[src/common/rst_ctl_pkg.sv]
package rst_ctl_pkg;

  // Register map (word index on the plain register port)
  localparam logic [7:0] STATUS_OFFSET    = 8'h03;  // processor_state_flags
  localparam logic [7:0] CONFIG_OFFSET    = 8'h10;  // device_configuration_word, read only
  localparam logic [7:0] CAUSE_OFFSET     = 8'h11;  // sticky event status, write one to clear
  localparam logic [7:0] MASK_OFFSET      = 8'h12;  // event interrupt mask
  localparam logic [7:0] CTRL_OFFSET      = 8'h13;  // bit0 sleep request, bit1 watchdog clear

  // Status register field positions
  localparam int STATUS_PAGE_LSB = 5;
  localparam int STATUS_TO_BIT   = 4;
  localparam int STATUS_PD_BIT   = 3;
  localparam logic [2:0] PAGE_RESET = 3'h0;

  // Configuration word field positions and fill
  localparam int CFG_OSC_LSB   = 0;
  localparam int CFG_WATCHDOG_ENABLE_BIT_BIT  = 2;
  localparam int CFG_CP_BIT    = 3;
  localparam logic [7:0] CFG_UNIMPL_FILL = 8'hFF;

  // Oscillator types
  localparam logic [1:0] OSC_LOW_POWER_CRYSTAL = 2'h0;
  localparam logic [1:0] OSC_STANDARD_CRYSTAL  = 2'h1;
  localparam logic [1:0] OSC_HIGH_SPEED_CRYSTAL = 2'h2;
  localparam logic [1:0] OSC_RESISTOR_CAPACITOR = 2'h3;

  // Event bits in cause / mask registers
  localparam int EV_POR       = 0;
  localparam int EV_MASTER_CLEAR_PIN_RUN  = 1;
  localparam int EV_MASTER_CLEAR_PIN_WAKE = 2;
  localparam int EV_WDT_RUN   = 3;
  localparam int EV_WDT_WAKE  = 4;
  localparam int EV_WIDTH     = 5;

  // Timing
  localparam int  CLK_HZ            = 25_000_000;
  localparam int  STARTUP_DELAY_MS  = 18;
  localparam int  STARTUP_CYCLES    = CLK_HZ / 1000 * STARTUP_DELAY_MS;
  localparam int  CLKOUT_DIVIDE     = 4;
  localparam int  WDT_PERIOD_TICKS  = 4096;

  // Reset cause kinds
  typedef enum logic [2:0] {
    CAUSE_POR, CAUSE_MASTER_CLEAR_PIN_RUN, CAUSE_MASTER_CLEAR_PIN_WAKE, CAUSE_WDT_RUN, CAUSE_WDT_WAKE
  } reset_cause_t;

  // Register port request
  typedef struct packed {
    logic [7:0]  addr;
    logic [11:0] wdata;
    logic        wr;
    logic        rd;
  } reg_req_t;

endpackage

[src/logic/reset_cause_and_config_control.sv]
// Notes on behaviour
// Five reset sources: power-on, pin, watchdog variants.
// Cause flags encode which reset occurred.
// Wake from sleep forces full reset.
// Reset-independent registers survive all but power-on.
// Other registers take reset state always; the cause and mask registers here take it on power-on only.
// Status loads page zero and cause flags.
// Only configuration bit disables watchdog.
// Watchdog runs from its own RC tick.
// Startup delay holds core in reset 18 ms.
// Two configuration bits select oscillator type.
// Code protect bit; upper configuration bits read one.
// RC mode drives clock divided by four.
// Sleep left only by pin or watchdog.
// External party pulls pin low for reset.
// Program counter starts at top of memory.
// Pin and watchdog tick synchronised, held through delay.
// Cause flags read only to software.
`timescale 1ns/100ps
`default_nettype none
module reset_cause_and_config_control
  import rst_ctl_pkg::*;
#(
  parameter int STARTUP_COUNT = STARTUP_CYCLES,
  parameter int WDT_TICKS     = WDT_PERIOD_TICKS,
  parameter int PC_WIDTH      = 11,
  parameter logic [11:0] CONFIG_WORD = 12'hFFF
) (
  // Clock and reset (sys_rst acts as power-on)
  input  wire logic                sys_clk,
  input  wire logic                sys_rst,
  // External pins and oscillator
  input  wire logic                master_clear_pin_n,
  input  wire logic                wdt_rc_tick,
  output logic                     divided_clock_output,
  output logic                     divided_clock_output_en,
  // Core side
  output logic                     core_reset,
  output logic [PC_WIDTH-1:0]      reset_vector,
  output logic                     sleeping,
  output logic                     code_protect,
  output logic [1:0]               osc_type,
  // Register port
  input  wire reg_req_t            req,
  output logic [11:0]              rdata,
  // Interrupt
  output logic                     irq
);

  // Two-stage synchronisers; first stage is read only by the second
  logic master_clear_pin_s1_q, master_clear_pin_s2_q, tick_s1_q, tick_s2_q, tick_s3_q;
  always_ff @(posedge sys_clk) begin
    master_clear_pin_s1_q <= master_clear_pin_n;
    master_clear_pin_s2_q <= master_clear_pin_s1_q;
    tick_s1_q <= wdt_rc_tick;
    tick_s2_q <= tick_s1_q;
    tick_s3_q <= tick_s2_q;
  end

  logic master_clear_pin_active;
  logic wdt_tick;
  assign master_clear_pin_active = ~master_clear_pin_s2_q;
  assign wdt_tick    = tick_s2_q & ~tick_s3_q;

  // Pin low is one event at its first cycle; holding it only stretches the hold,
  // so a wake is not followed by a run-reset record on the next cycle
  logic master_clear_pin_prev_q;
  logic master_clear_pin_new;
  always_ff @(posedge sys_clk) begin
    master_clear_pin_prev_q <= master_clear_pin_active;
  end
  assign master_clear_pin_new = master_clear_pin_active & ~master_clear_pin_prev_q;

  // Configuration word fields; unimplemented bits always read one
  logic [11:0] cfg_word;
  logic        wdt_enabled;
  assign cfg_word    = {CFG_UNIMPL_FILL, CONFIG_WORD[3:0]};
  assign wdt_enabled = cfg_word[CFG_WATCHDOG_ENABLE_BIT_BIT];

  // Control state
  logic        sleep_q;
  logic        in_reset_q;
  logic [31:0] delay_cnt_q;
  logic [31:0] wdt_cnt_q;
  logic        wdt_timeout;
  logic        wr_ctrl;
  assign wr_ctrl = req.wr && (req.addr == CTRL_OFFSET);

  // Watchdog counts RC ticks only; no run-time control stops it
  assign wdt_timeout = wdt_enabled && wdt_tick && (wdt_cnt_q == 32'(WDT_TICKS - 1));
  always_ff @(posedge sys_clk) begin
    if (sys_rst || in_reset_q || !wdt_enabled) begin
      wdt_cnt_q <= 32'h0;
    end else if (wr_ctrl && req.wdata[1]) begin
      wdt_cnt_q <= 32'h0;
    end else if (wdt_tick) begin
      wdt_cnt_q <= wdt_timeout ? 32'h0 : wdt_cnt_q + 32'h1;
    end
  end

  // Reset event classification; pin wins over watchdog in same cycle
  logic        event_any;
  reset_cause_t cause;
  always_comb begin
    event_any = 1'b0;
    cause     = CAUSE_MASTER_CLEAR_PIN_RUN;
    if (master_clear_pin_new) begin
      event_any = 1'b1;
      cause     = sleep_q ? CAUSE_MASTER_CLEAR_PIN_WAKE : CAUSE_MASTER_CLEAR_PIN_RUN;
    end else if (wdt_timeout) begin
      event_any = 1'b1;
      cause     = sleep_q ? CAUSE_WDT_WAKE : CAUSE_WDT_RUN;
    end
  end

  // Sleep: entered by software, left only through a reset event
  always_ff @(posedge sys_clk) begin
    if (sys_rst || event_any) begin
      sleep_q <= 1'b0;
    end else if (wr_ctrl && req.wdata[0] && !in_reset_q) begin
      sleep_q <= 1'b1;
    end
  end

  // Startup delay: restarted by any event, pin held low keeps it loaded
  always_ff @(posedge sys_clk) begin
    if (sys_rst || event_any || master_clear_pin_active) begin
      in_reset_q  <= 1'b1;
      delay_cnt_q <= 32'h0;
    end else if (in_reset_q) begin
      if (delay_cnt_q == 32'(STARTUP_COUNT - 1)) begin
        in_reset_q <= 1'b0;
      end else begin
        delay_cnt_q <= delay_cnt_q + 32'h1;
      end
    end
  end

  // Status register: page and cause flags; arithmetic bits kept
  logic [7:0] status_q;
  always_ff @(posedge sys_clk) begin
    if (sys_rst) begin
      status_q[7:STATUS_PAGE_LSB] <= PAGE_RESET;
      status_q[STATUS_TO_BIT]     <= 1'b1;
      status_q[STATUS_PD_BIT]     <= 1'b1;
      status_q[2:0]               <= 3'h0;  // Undefined on power-on; zero chosen
    end else if (event_any) begin
      status_q[7:STATUS_PAGE_LSB] <= PAGE_RESET;
      case (cause)
        CAUSE_MASTER_CLEAR_PIN_WAKE: status_q[4:3] <= 2'h2;
        CAUSE_WDT_RUN:   status_q[4:3] <= 2'h1;
        CAUSE_WDT_WAKE:  status_q[4:3] <= 2'h0;
        default:         status_q[4:3] <= status_q[4:3];  // Pin in run: unchanged
      endcase
    end else if (req.wr && req.addr == STATUS_OFFSET && !in_reset_q) begin
      status_q[7:STATUS_PAGE_LSB] <= req.wdata[7:STATUS_PAGE_LSB];
      status_q[2:0]               <= req.wdata[2:0];
    end
  end

  // Reset-independent scratch byte: untouched by any non-power-on reset
  logic [7:0] keep_q;
  always_ff @(posedge sys_clk) begin
    if (req.wr && req.addr == CAUSE_OFFSET + 8'h10) begin
      keep_q <= req.wdata[7:0];
    end
  end

  // Sticky event bits and mask; set wins over write-one-clear
  logic [EV_WIDTH-1:0] ev_set;
  logic [EV_WIDTH-1:0] ev_q;
  logic [EV_WIDTH-1:0] mask_q;
  always_comb begin
    ev_set = '0;
    if (event_any) begin
      case (cause)
        CAUSE_MASTER_CLEAR_PIN_RUN:  ev_set[EV_MASTER_CLEAR_PIN_RUN]  = 1'b1;
        CAUSE_MASTER_CLEAR_PIN_WAKE: ev_set[EV_MASTER_CLEAR_PIN_WAKE] = 1'b1;
        CAUSE_WDT_RUN:   ev_set[EV_WDT_RUN]   = 1'b1;
        CAUSE_WDT_WAKE:  ev_set[EV_WDT_WAKE]  = 1'b1;
        default:         ev_set[EV_POR]       = 1'b1;
      endcase
    end
  end
  always_ff @(posedge sys_clk) begin
    if (sys_rst) begin
      ev_q <= 5'h01;  // Power-on recorded
    end else if (req.wr && req.addr == CAUSE_OFFSET) begin
      ev_q <= (ev_q & ~req.wdata[EV_WIDTH-1:0]) | ev_set;
    end else begin
      ev_q <= ev_q | ev_set;
    end
  end
  always_ff @(posedge sys_clk) begin
    if (sys_rst) begin
      mask_q <= 5'h00;
    end else if (req.wr && req.addr == MASK_OFFSET) begin
      mask_q <= req.wdata[EV_WIDTH-1:0];
    end
  end

  // Read data: one cycle after the strobe, zero for unmapped addresses
  always_ff @(posedge sys_clk) begin
    if (sys_rst) begin
      rdata <= 12'h000;
    end else if (req.rd) begin
      case (req.addr)
        STATUS_OFFSET:          rdata <= {4'h0, status_q};
        CONFIG_OFFSET:          rdata <= cfg_word;
        CAUSE_OFFSET:           rdata <= {7'h00, ev_q};
        MASK_OFFSET:            rdata <= {7'h00, mask_q};
        CTRL_OFFSET:            rdata <= {10'h000, in_reset_q, sleep_q};
        CAUSE_OFFSET + 8'h10:   rdata <= {4'h0, keep_q};
        default:                rdata <= 12'h000;
      endcase
    end else begin
      rdata <= 12'h000;
    end
  end

  // Divide-by-four clock out, only in RC oscillator mode
  logic [1:0] div_q;
  logic       rc_mode;
  assign rc_mode = (cfg_word[1:0] == OSC_RESISTOR_CAPACITOR);
  always_ff @(posedge sys_clk) begin
    if (sys_rst) begin
      div_q                   <= 2'h0;
      divided_clock_output    <= 1'b0;
      divided_clock_output_en <= 1'b0;
    end else begin
      div_q                   <= div_q + 2'h1;
      divided_clock_output    <= rc_mode & div_q[1];  // High two of four cycles
      divided_clock_output_en <= rc_mode;
    end
  end

  // Registered core-side outputs
  always_ff @(posedge sys_clk) begin
    if (sys_rst) begin
      core_reset   <= 1'b1;
      reset_vector <= '1;
      sleeping     <= 1'b0;
      code_protect <= 1'b1;
      osc_type     <= 2'h3;
      irq          <= 1'b0;
    end else begin
      core_reset   <= in_reset_q;
      reset_vector <= '1;
      sleeping     <= sleep_q;
      code_protect <= cfg_word[CFG_CP_BIT];
      osc_type     <= cfg_word[1:0];
      irq          <= |(ev_q & mask_q);
    end
  end

endmodule
`default_nettype wire

[config.mk]
export PLATFORM = sky130hd
export DESIGN_NAME = reset_cause_and_config_control
export DESIGN_NICKNAME = d
export VERILOG_FILES = /design/src/common/rst_ctl_pkg.sv /design/src/logic/reset_cause_and_config_control.sv
export SDC_FILE = /design/constraint.sdc
export NUM_CORES = 1
export LEC_CHECK = 0
export BUFFER_PORTS_ARGS = -buffer_cell sky130_fd_sc_hd__buf_2
export CAP_MARGIN = 20
export CORE_ASPECT_RATIO = 0.7
export CORE_MARGIN = 1
export CORE_UTILIZATION = 55
export CTS_CLUSTER_SIZE = 10
export DETAILED_ROUTE_END_ITERATION = 10
export PLACE_DENSITY = 0.84
export SLEW_MARGIN = 0
export SYNTH_ARGS = -nofsm -noshare
export SYNTH_HDL_FRONTEND = slang
export SYNTH_SLANG_ARGS = --single-unit
[constraint.sdc]
create_clock -name sys_clk -period 2.7 [get_ports sys_clk]
set_clock_uncertainty 0.2 [all_clocks]
set_input_delay 0.54 -clock sys_clk [delete_from_list [all_inputs] [get_ports sys_clk]]
set_output_delay 0.54 -clock sys_clk [all_outputs]
set_load 0.05 [all_outputs]
==> results.sh <==
export IMPL_diodes=0
export IMPL_cp_required_ns=2.80
export IMPL_crit_type="reg -> reg"
export IMPL_p_sw_frac=0.231
export IMPL_gp_congestion=0.885
export IMPL_ys_seq_area_frac=0.458
export IMPL_outcome="finished clean"
export IMPL_startpoint_type="flip-flop"
export IMPL_power_density_nw_per_um2=669
export IMPL_cp_end_kind="flip-flop"
export IMPL_ys_ff_latch=114
export IMPL_drtAntennaViolNets=0
export IMPL_fin_setup_tns_ns=0
export IMPL_setup_viol=0
export IMPL_synth_main_ff_cell="dfxtp_1"
export IMPL_via_per_inst=5.87
export IMPL_rsz0062_at_grt="false"
export IMPL_clock_tree_root_cell="clkbuf_16"
export IMPL_pwr_share_seq=0.426
export IMPL_wl_um=12000
export IMPL_clkSinkCount=114
export IMPL_syn_area_per_cell_sq_um=9.17
export IMPL_fp_dieH_um=83.1
export IMPL_hold_viol=0
export IMPL_fin_nets=641
export IMPL_hold_start="wdt_rc_tick"
export IMPL_combinationalPowerShare=0.034
export IMPL_pin_count=57
export IMPL_synth_edf_count=8
export IMPL_r2r_start="wdt_cnt_q[0]$_SDFFE_PP0P_"
export IMPL_holdBufCountCts=0
export IMPL_io_buffer_count=38
export IMPL_yosysUniqueCellTypes=58
export IMPL_die_w_um=118
export IMPL_syn_inst=563
export IMPL_cts_resized_gates=0
export IMPL_timing_critical_path_from="wdt_cnt_q[0]$_SDFFE_PP0P_"
export IMPL_design_core_area_sq_um=9070
export IMPL_maxCapViolations=0
export IMPL_post_route_period_util=0.844
export IMPL_peakVddDrop_mv=0.692
export IMPL_final_layout_size_suffix_gt1_frac=0.174
export IMPL_dieArea_sq_um=9780
export IMPL_final_max_slew_violation_count=0
export IMPL_total_power_w=0.00405
export IMPL_grt_ovfl_total=0
export IMPL_cts_max_level=4
export IMPL_ys_warn_count=0
export IMPL_critPathArrivalTime_ns=2.38
export IMPL_internal_power_w=0.00311
export IMPL_initial_core_util=0.569
export IMPL_async_flop_share=0
export IMPL_p_clk_frac=0.541
export IMPL_drc=0
export IMPL_leakage_nw=2.11
export IMPL_r2r_cells=7
export IMPL_grt_max_degree=34
export IMPL_cts_buffers_inserted=17
export IMPL_clockBufferDepth=2
export IMPL_relSlewSlack=0.535
export IMPL_hold_path_class="in -> reg"
export IMPL_layout_setup_ws_ns=0.422
export IMPL_drt_first_pass_iters=6
export IMPL_cts_tree="built"
export IMPL_grt_pass1_wl_um=19700
export IMPL_dp_slack_ns=0.253
export IMPL_fmax_mhz=439
export IMPL_fin_crit_ns=2.28
export IMPL_vias=4402
export IMPL_hpwl_um=8180
export IMPL_worst_slew_pin_slew_ns=0.695
export IMPL_antenna_found_initial=0
export IMPL_clock_latency_ns=0.42
export IMPL_syn_to_final_growth_pct=17.2
export IMPL_drt_iter0_markers=456
export IMPL_syn_cell_area_sq_um=5160
export IMPL_netSwitchingPower_w=0.000934
export IMPL_row_count=29
export IMPL_hold_path_depth=1
export IMPL_track_usage=0.254
export IMPL_grt_pass1_vias=4110
export IMPL_routedWlPerCell_um=16.0
export IMPL_postCtsSetupRepairBufs=0
export IMPL_path_clk_slew_ns=0.05
export IMPL_crit_path_max_fanout=33
-- registers in the layout, summed over array words and instances (netlist names) --
signal / flops
delay_cnt_q: 32
master_clear_pin_prev_q: 1
keep_q: 8
tick_s1_q: 1
divided_clock_output: 1
mask_q: 5
status_q: 8
master_clear_pin_s2_q: 1
in_reset_q: 1
wdt_cnt_q: 32
div_q: 2
divided_clock_output_en: 1
tick_s2_q: 1
sleep_q: 1
sleeping: 1
ev_q: 5
tick_s3_q: 1
irq: 1
core_reset: 1
master_clear_pin_s1_q: 1
rdata: 9
-- layer usage --
metal | global-route usage | vias to the layer above | share of wire
li1 | - | 2097 | -
met1 | 0.338 | 2087 | 0.45
met2 | 0.393 | 188 | 0.46
met3 | 0.0639 | 30 | 0.074
met4 | 0.108 | 0 | 0.018
met5 | 0 | - | 0
-- per-stage QoR --
step / util / cell area, sq um / instances / hold slack [ns]
3_5_place_dp: 0.602 / 5470 / 718 / 0.118
4_1_cts: 0.667 / 6050 / 750 / 0.0114
5_1_grt: 0.667 / 6050 / 750 / 0.00921
3_3_place_gp: 0.602 / 5470 / 718 / 0.113
6_report: 0.667 / 6050 / 750 / 0.0274
2_1_floorplan: - / 5210 / 576 / 0.110
-- cells in the mapped netlist, types with 2 or more instances --
cell	count	area share
nor3b_1	3	0.0044
xor2_1	24	0.041
or4_1	3	0.0044
o21bai_1	2	0.0029
inv_1	12	0.0087
nor3_2	2	0.0039
nor2b_1	4	0.0048
a32o_1	2	0.0039
nand3_1	24	0.023
nor4_4	3	0.012
xnor2_1	23	0.039
nand4_1	24	0.029
clkbuf_1	8	0.0058
buf_2	3	0.0029
nor3b_2	4	0.0097
dfxtp_1	106	0.41
edfxtp_1	8	0.047
or3_1	16	0.019
clkbuf_2	2	0.0019
and4_1	4	0.0068
nand3_2	4	0.0078
o21ai_0	15	0.015
a21oi_1	26	0.025
nand2_1	47	0.034
and3_1	10	0.012
nor4_2	2	0.0048
nor4_1	14	0.017
mux2i_1	13	0.025
a31oi_1	3	0.0036
nor2_1	76	0.055
nand4_2	2	0.0048
buf_6	2	0.0044
ha_1	2	0.0048
and2_1	2	0.0024
nand4b_1	4	0.0068
nor3_1	13	0.013
o31ai_1	2	0.0029
a222oi_1	6	0.012
buf_4	20	0.029
nand2b_1	5	0.0061
-- placed cells by master, fill, tap and decap left out, drive strengths merged, types with 17 or more instances in the layout --
master  instances
dfxtp         106
nor2           76
buf            53
nand2          47
nand3          28
a21oi          26
nand4          26
xor2           24
xnor2          23
nor4           19
clkbuf         17
-- power groups by stage --
stage | clock network [W] | registers [W] | logic, W
floorplan | 0 | 0.00176 | 0.000103
global placement | 0 | 0.00176 | 0.000130
detailed placement | 0 | 0.00176 | 0.000133
CTS | 0.00221 | 0.00172 | 0.000134
global route | 0.00229 | 0.00172 | 0.000143
finish | 0.00219 | 0.00172 | 0.000136
-- worst max-delay path, stage by stage (launching register included) --
cell and delay [ns]:
dfxtp_1 0.37, ha_1 0.18, and2_1 0.29, nand3_2 0.13
or4_4 0.59, nand3_2 0.12, buf_12 0.18, nor2_1 0.07
-- area by class of cell --
class	instances	area (sq um)
fillers	671	3020
multi-input cells	415	2570
flip-flops and latches	114	2360
clock buffers	17	425
repair buffers	53	328
clock inverters	15	160
well taps	124	155
inverters	12	45.0
-- kinds of logic after synthesis --
family                     after synthesis  synth area share
AOI/OAI and AO/OA                       64            0.0788
xor gates and xnor gates                47            0.0798
adders and majority gates                2           0.00485
buffers and inverters                   47            0.0528
DFF                                    114             0.458
muxes                                   13            0.0252
other                                    1          0.000727
and+or+nand+nor                        275             0.300
-- final timing paths --
path	to	slack, ns
worst min-delay path	tick_s1_q$_DFF_P_	0.03
worst max register to register	delay_cnt_q[17]$_SDFFE_PP0P_	0.42
worst min register to register	tick_s2_q$_DFF_P_	0.13
worst max-delay path	delay_cnt_q[17]$_SDFFE_PP0P_	0.42
No activity file was read; power rests on OpenSTA's default activity.
